File: config.mk
export PLATFORM = sky130hd
export DESIGN_NAME = csk_top
export DESIGN_NICKNAME = d
export VERILOG_FILES = /design/src/rtl/csk_pkg.sv /design/src/rtl/csk_top.sv
export VERILOG_INCLUDE_DIRS = /design/src /design/src/rtl
export SDC_FILE = /design/constraint.sdc
export NUM_CORES = 1
export LEC_CHECK = 0
export ABC_AREA = 0
export BUFFER_PORTS_ARGS = -buffer_cell sky130_fd_sc_hd__buf_2
export CAP_MARGIN = 30
export CORE_MARGIN = 8
export CORE_UTILIZATION = 35
export DETAILED_ROUTE_END_ITERATION = 10
export PLACE_DENSITY = 0.56
export SETUP_SLACK_MARGIN = 0.02
export SLEW_MARGIN = 20
export SYNTH_ARGS = -nofsm -noshare
export SYNTH_HDL_FRONTEND = slang
export SYNTH_SLANG_ARGS = --single-unit
File: constraint.sdc
create_clock -name clk -period 3.4 [get_ports clk]
set_input_delay 0.51 -clock clk [delete_from_list [all_inputs] [get_ports clk]]
set_output_delay 0.51 -clock clk [all_outputs]
set_load 0.01 [all_outputs]
File: src/rtl/csk_regs.svh
// Constants for the compare-and-skip execution block.
// Assumes a core with a 16-bit instruction word and a 12-bit data address.
`ifndef CSK_REGS_SVH
`define CSK_REGS_SVH

// Opcode fields: upper nibble and the three-bit kind field in bits 11:9.
`define CSK_OP_HI        4'h6
`define CSK_KIND_LT      3'h0
`define CSK_KIND_EQ      3'h1
`define CSK_KIND_GT      3'h2

// Addressing constants.
`define CSK_ACCESS_LIMIT 8'h5f
`define CSK_SFR_PAGE     4'hf
`define CSK_LOW_PAGE     4'h0

// Instruction word that stands in for a discarded fetch.
`define CSK_NOP_WORD     16'h0000

// Reset values and skip lengths in instruction cycles.
`define CSK_SKIP_NONE    2'h0
`define CSK_SKIP_ONE     2'h1
`define CSK_SKIP_TWO     2'h2

`endif

File: src/rtl/csk_pkg.sv
// Types for the compare-and-skip execution block.
// Assumes nothing beyond a SystemVerilog compiler.
package csk_pkg;

  typedef enum logic [1:0] {
    CSK_Q1 = 2'h0,
    CSK_Q2 = 2'h1,
    CSK_Q3 = 2'h2,
    CSK_Q4 = 2'h3
  } csk_phase_type;

  typedef enum logic [1:0] {
    CSK_LT   = 2'h0,
    CSK_EQ   = 2'h1,
    CSK_GT   = 2'h2,
    CSK_NONE = 2'h3
  } csk_kind_type;

  typedef struct packed {
    logic         is_cmp;
    csk_kind_type kind;
    logic         access;
    logic [7:0]   f;
  } csk_dec_type;

endpackage

File: src/rtl/csk_top.sv
// Execution logic for the three compare-and-skip instructions.
// Assumes the fetch unit presents the next fetched word during Q4 and that
// data memory returns the read byte within the Q2 phase.
//
// What this block does
// - Greater compare 0110 010a skips if greater.
// - Less compare uses opcode 0110 000a.
// - Less compare skips only if f < W.
// - Unsigned f minus W; no flags, no writeback.
// - True condition discards fetch, runs one no-operation.
// - Skipped two-word instruction costs two no-operations.
// - Access bit zero selects the access bank.
// - Access bit one uses bank select register.
// - Extended set, low address: indexed literal offset.
`timescale 1ns/1ps
`default_nettype none
`include "csk_regs.svh"

module csk_top (
  input  wire logic        clk,
  input  wire logic        rst_b,
  input  wire logic [15:0] instr_word,
  input  wire logic        fetched_two_word,
  input  wire logic [7:0]  working_register,
  input  wire logic [3:0]  bank_select_register,
  input  wire logic        extended_set_enable,
  input  wire logic [11:0] index_base,
  input  wire logic [7:0]  mem_rdata,
  output logic      [1:0]  phase,
  output logic      [11:0] mem_addr,
  output logic             mem_read,
  output logic             discard_fetched,
  output logic             skip_taken
);

  ////////////////////////////////////////////////////////////////////////////
  // Reset release.

  // The core leaves reset only after two clean edges, so a release close to
  // an edge cannot leave part of the state still held in reset.
  logic rst_meta;
  logic rst_sync;

  always_ff @(posedge clk or negedge rst_b) begin
    if (!rst_b) begin
      rst_meta <= 1'b0;
      rst_sync <= 1'b0;
    end else begin
      rst_meta <= 1'b1;
      rst_sync <= rst_meta;
    end
  end

  ////////////////////////////////////////////////////////////////////////////
  // Decode.

  function automatic csk_pkg::csk_dec_type decode_word(input logic [15:0] w);
    csk_pkg::csk_dec_type d;
    d.is_cmp = 1'b0;
    d.kind   = csk_pkg::CSK_NONE;
    d.access = w[8];
    d.f      = w[7:0];
    if (w[15:12] == `CSK_OP_HI) begin
      if (w[11:9] == `CSK_KIND_LT) begin
        d.is_cmp = 1'b1;
        d.kind   = csk_pkg::CSK_LT;
      end else if (w[11:9] == `CSK_KIND_EQ) begin
        d.is_cmp = 1'b1;
        d.kind   = csk_pkg::CSK_EQ;
      end else if (w[11:9] == `CSK_KIND_GT) begin
        d.is_cmp = 1'b1;
        d.kind   = csk_pkg::CSK_GT;
      end
    end
    return d;
  endfunction

  ////////////////////////////////////////////////////////////////////////////
  // Operand address.

  // A clear access bit picks the fixed bank, whose bytes up to 5Fh are data page zero
  // and whose bytes above 5Fh are the special page. With the extended set on, the low
  // part is instead an offset from the index base.
  function automatic logic [11:0] operand_addr(
    input logic [15:0] w,
    input logic        ext_on,
    input logic [11:0] base,
    input logic [3:0]  bank
  );
    logic [11:0] a;
    a = {bank, w[7:0]};
    if (!w[8] && ext_on && w[7:0] <= `CSK_ACCESS_LIMIT) begin
      a = 12'(base + {4'h0, w[7:0]});
    end else if (!w[8] && w[7:0] <= `CSK_ACCESS_LIMIT) begin
      a = {`CSK_LOW_PAGE, w[7:0]};
    end else if (!w[8]) begin
      a = {`CSK_SFR_PAGE, w[7:0]};
    end
    return a;
  endfunction

  ////////////////////////////////////////////////////////////////////////////
  // Skip condition.

  // The difference is f minus W over nine bits, so bit 8 is the borrow.
  function automatic logic skip_holds(
    input csk_pkg::csk_kind_type kind,
    input logic [8:0]            d
  );
    logic hit;
    hit = 1'b0;
    case (kind)
      csk_pkg::CSK_GT: hit = !d[8] && d[7:0] != 8'h00;
      csk_pkg::CSK_LT: hit = d[8];
      csk_pkg::CSK_EQ: hit = d[7:0] == 8'h00;
      default:         hit = 1'b0;
    endcase
    return hit;
  endfunction

  ////////////////////////////////////////////////////////////////////////////
  // Execution state.

  csk_pkg::csk_phase_type ph;
  csk_pkg::csk_phase_type next_ph;
  logic [15:0]            ir;
  logic [15:0]            next_ir;
  csk_pkg::csk_dec_type   dec;
  csk_pkg::csk_dec_type   next_dec;
  logic [11:0]            next_mem_addr;
  logic                   next_mem_read;
  logic [7:0]             fdata;
  logic [7:0]             next_fdata;
  logic                   cond;
  logic                   next_cond;
  logic [1:0]             skip_left;
  logic [1:0]             next_skip_left;
  logic                   next_discard;
  logic                   next_skip_taken;
  logic [8:0]             diff;

  always_comb begin
    next_ph         = ph;
    next_ir         = ir;
    next_dec        = dec;
    next_mem_addr   = mem_addr;
    next_mem_read   = 1'b0;
    next_fdata      = fdata;
    next_cond       = cond;
    next_skip_left  = skip_left;
    next_discard    = discard_fetched;
    next_skip_taken = 1'b0;
    diff            = {1'b0, fdata} - {1'b0, working_register};
    case (ph)
      csk_pkg::CSK_Q1: begin
        next_ph  = csk_pkg::CSK_Q2;
        next_dec      = decode_word(ir);
        next_mem_addr = operand_addr(ir, extended_set_enable, index_base, bank_select_register);
        next_mem_read = next_dec.is_cmp;
      end
      csk_pkg::CSK_Q2: begin
        next_ph = csk_pkg::CSK_Q3;
        if (mem_read) begin
          next_fdata = mem_rdata;
        end
      end
      csk_pkg::CSK_Q3: begin
        next_ph   = csk_pkg::CSK_Q4;
        next_cond = 1'b0;
        if (dec.is_cmp) begin
          next_cond = skip_holds(dec.kind, diff);
        end
      end
      default: begin
        // Q4 writes nothing back; the skip bookkeeping and the load of the fetched word move here.
        next_ph = csk_pkg::CSK_Q1;
        // A skipped two-word instruction has both words replaced, so the
        // count of no-operation cycles starts at two.
        if (cond) begin
          next_skip_taken = 1'b1;
          next_skip_left  = fetched_two_word ? `CSK_SKIP_TWO : `CSK_SKIP_ONE;
        end else if (skip_left != `CSK_SKIP_NONE) begin
          next_skip_left = skip_left - `CSK_SKIP_ONE;
        end
        next_discard = next_skip_left != `CSK_SKIP_NONE;
        next_ir      = next_discard ? `CSK_NOP_WORD : instr_word;
        next_cond    = 1'b0;
      end
    endcase
  end

  ////////////////////////////////////////////////////////////////////////////
  // Registers.

  always_ff @(posedge clk or negedge rst_sync) begin
    if (!rst_sync) begin
      ph              <= csk_pkg::CSK_Q1;
      ir              <= `CSK_NOP_WORD;
      dec             <= '0;
      mem_addr        <= 12'h000;
      mem_read        <= 1'b0;
      fdata           <= 8'h00;
      cond            <= 1'b0;
      skip_left       <= `CSK_SKIP_NONE;
      discard_fetched <= 1'b0;
      skip_taken      <= 1'b0;
      phase           <= 2'h0;
    end else begin
      ph              <= next_ph;
      ir              <= next_ir;
      dec             <= next_dec;
      mem_addr        <= next_mem_addr;
      mem_read        <= next_mem_read;
      fdata           <= next_fdata;
      cond            <= next_cond;
      skip_left       <= next_skip_left;
      discard_fetched <= next_discard;
      skip_taken      <= next_skip_taken;
      phase           <= next_ph;
    end
  end

endmodule

`default_nettype wire

==> results.yml <==
run_status:
  outcome: "complete, no violations"
pwr:
  ir_drop_v: 0.0001549
  p_per_area_nw_per_um2: 391.7
  power_mw: 1.297
  leakage_nw: 1.613
worst_setup_path:
  cp-end-kind: "flop"
  slowest_delay_ns: 0.45
  reg2reg_from: "ir[0]"
  crit_chain: "ha_1 > inv_1 > fa_1 > nor2b_1 > o21a_1 > o211ai_1 > a31oi_1 > or4b_1 > o311ai_1"
  crit_family: "simple AND/OR/NAND/NOR gates"
  crit_type: "flop to flop"
  crit_path_top_delay_cell: "or4b_1"
  crit_start: "ir[0]"
  crit_buf_inv: 1
  crit_fanout: 3
  worstSetupStartpointType: "flop"
  cp.required_ns: 3.60
  critPathArrivalTime_ns: 2.52
cts:
  hold_buffers: 1
  cts.htree.levels: 2
  cts_sinks: 49
  cts_tree: "built"
  cts.path.max_buffers: 2
  clkSlewWorstSetupHoldPaths_ns: 0.09
  insertion_delay_ns: 0.30
  cts_root_buf: "clkbuf_8"
  post_cts_buffers: 0
  cts_inserted_buffers: 5
  cts_resized: 0
flow_run:
  drv_cap: 0
cells_and_area:
  final_common_cell: "buf_2"
  final_cell_mix: "68 x buf_2, 48 x dfrtp_1, 35 x inv_1"
  drive_above_1_share_pct: 25.21
  final_nets: 437
  multi_input_area_um2: 1321
  n_antenna_cell: 0
  syn2layout_area_growth_pct: 22.66
  register_area_um2: 1227
  fillCellCount: 799
drt:
  post_drt_wl_per_cell_um: 14.12
  drt_iter0_markers: 52
  drt-vias-per-instance: 4.794
  wl_um: 6594
  drtAntennaViolNets: 0
  first_pass_iters: 4
  vias: 2239
  drc_errors: 0
timing:
  finClkSkew_ns: 0.007875
  hold_violations: 0
  grt_setup_unrepaired: "false"
  post-route-period-util_pct: 68.24
  clock.fmax_ghz: 0.4310
  setup_tns_ns: 0
  timing.slew.headroom_pct: 54.18
  worstMarginPinSlew_ns: 0.6873
  finalCriticalPeriod_ns: 2.320
  drv_slew: 0
  finalSetupViolCount: 0
yosys:
  ys_types: 47
  synth_cells: 291
  syn_avg_cell_area_um2: 9.279
  syn_area_um2: 2700
  ys_async_sr_fraction_pct: 100.0
  syn_nets: 364
  seq_area_frac_synth_pct: 45.41
  ys_seq_elements: 49
  ys_warn_count: 0
  synth-edff-count: 0
  synth_ff_type: "dfrtp_1"
global_route:
  grt_pass1_wl_um: 11120
  overflow: 0
  grt_pass1_vias: 2359
  grt_max_degree: 30
  antenna_found_initial: 0
  grt_util_all_layers_pct: 12.34
placement:
  globalplace.congestion: 0.7895
  hpwl_um: 5085
  portBuffers: 68
floorplan:
  start_util_pct: 35.49
  num_rows: 32
  core-area_um2: 7607
  die_y_um: 103.8
  fp.dieArea_um2: 10780
  pin_count: 69
  die_w_um: 103.8
hold_path:
  worstHoldPathType: "flop to async pin"
[routing by layer]
metal	share of wire, %	routed length, µm	track usage [%]
met1	46	3060	15.30
met3	5.8	384	4.089
met2	47	3075	19.98
met4	1.1	73	3.413
met5	0	0	0
[where the power goes]
group	internal [mW]	total (mW)	switching, mW	leakage (nW)
sequential	0.616	0.642	0.0256	0.583
combinational	0.113	0.233	0.120	0.974
clock	0.221	0.422	0.201	0.0554
total	0.951	1.30	0.347	1.61
[state kept, by name (all words and copies together), names as in the netlist]
name	cells
cond	1
dec	3
discard_fetched	1
fdata	8
ir	16
mem_addr	12
mem_read	1
ph	2
rst_meta	1
rst_sync	1
skip_left	2
skip_taken	1
[layout make-up]
class,count,area share (%)
Tap cell,102,3.853
Clock buffer,6,2.191
Sequential cell,49,37.06
Multi-Input combinational cell,200,39.89
Timing Repair Buffer,73,11.86
Clock inverter,2,1.171
Inverter,35,3.967
[cells in the mapped netlist (2+ instances only)]
cell | number | area share, %
o211ai_1 | 3 | 0.83
and3_1 | 3 | 0.70
ha_1 | 20 | 9.3
o21ai_1 | 6 | 1.1
nor2b_1 | 5 | 1.2
xnor2_1 | 6 | 1.9
or2_2 | 2 | 0.46
o22ai_1 | 2 | 0.46
dfrtp_1 | 49 | 45
nand4_1 | 2 | 0.46
xor2_1 | 2 | 0.65
nand3_1 | 5 | 0.93
clkbuf_1 | 7 | 0.97
o21a_1 | 3 | 0.83
mux2i_1 | 3 | 1.1
nand2_1 | 26 | 3.6
nor3_1 | 7 | 1.3
nand2b_1 | 3 | 0.70
o22a_1 | 2 | 0.65
mux2_2 | 8 | 3.3
a21oi_1 | 21 | 3.9
nor2_1 | 21 | 2.9
o21ai_0 | 27 | 5.0
inv_1 | 35 | 4.9
[final timing paths]
kind / end / slack (ns) / cells after the start
max in group asynchronous: fdata[0] / 2.66 / 1
min reg2reg: discard_fetched / 0.22 / 0
min: discard_fetched / 0.22 / 0
max: mem_addr[8] / 1.08 / 9
min in group clk: rst_sync / 0.36 / 0
max reg2reg: mem_addr[8] / 1.08 / 9
[through the flow]
step	util (%)	std cells	hold WS [ns]	cell area [µm²]	setup slack (ns)
2_1_floorplan	-	291	0.2144	2700	1.075
3_3_place_gp	41.68	457	0.2949	3171	0.9324
3_5_place_dp	41.94	458	0.2433	3191	0.9003
4_1_cts	43.54	467	0.2439	3312	1.061
5_1_grt	43.54	467	0.2738	3312	0.8712
6_report	43.54	467	0.2249	3312	1.080
[worst register-to-register path: stages, from the launching register on]
cell      delay, ns
dfrtp_1        0.41
ha_1           0.19
inv_1          0.05
fa_1           0.38
nor2b_1        0.16
o21a_1         0.18
o211ai_1       0.14
a31oi_1        0.19
or4b_1         0.45
o311ai_1       0.08
[logic make-up (layout without fill, tap and decap cells)]
kind of cell             count (synthesis)  in the layout  synth area share [%]
XOR/XNOR                                 8              8                 2.595
AND/OR/NAND/NOR                         81             81                 14.13
multiplexers                            11             11                 4.449
flip-flops                              49             49                 45.41
AO/OA/AOI/OAI                           78             78                 17.42
buffers and inverters                   42            116                 5.839
other                                    1              1                0.1389
adder cells (fa/ha/maj)                 21             21                 10.01
No activity file was read; power rests on OpenSTA's default activity.
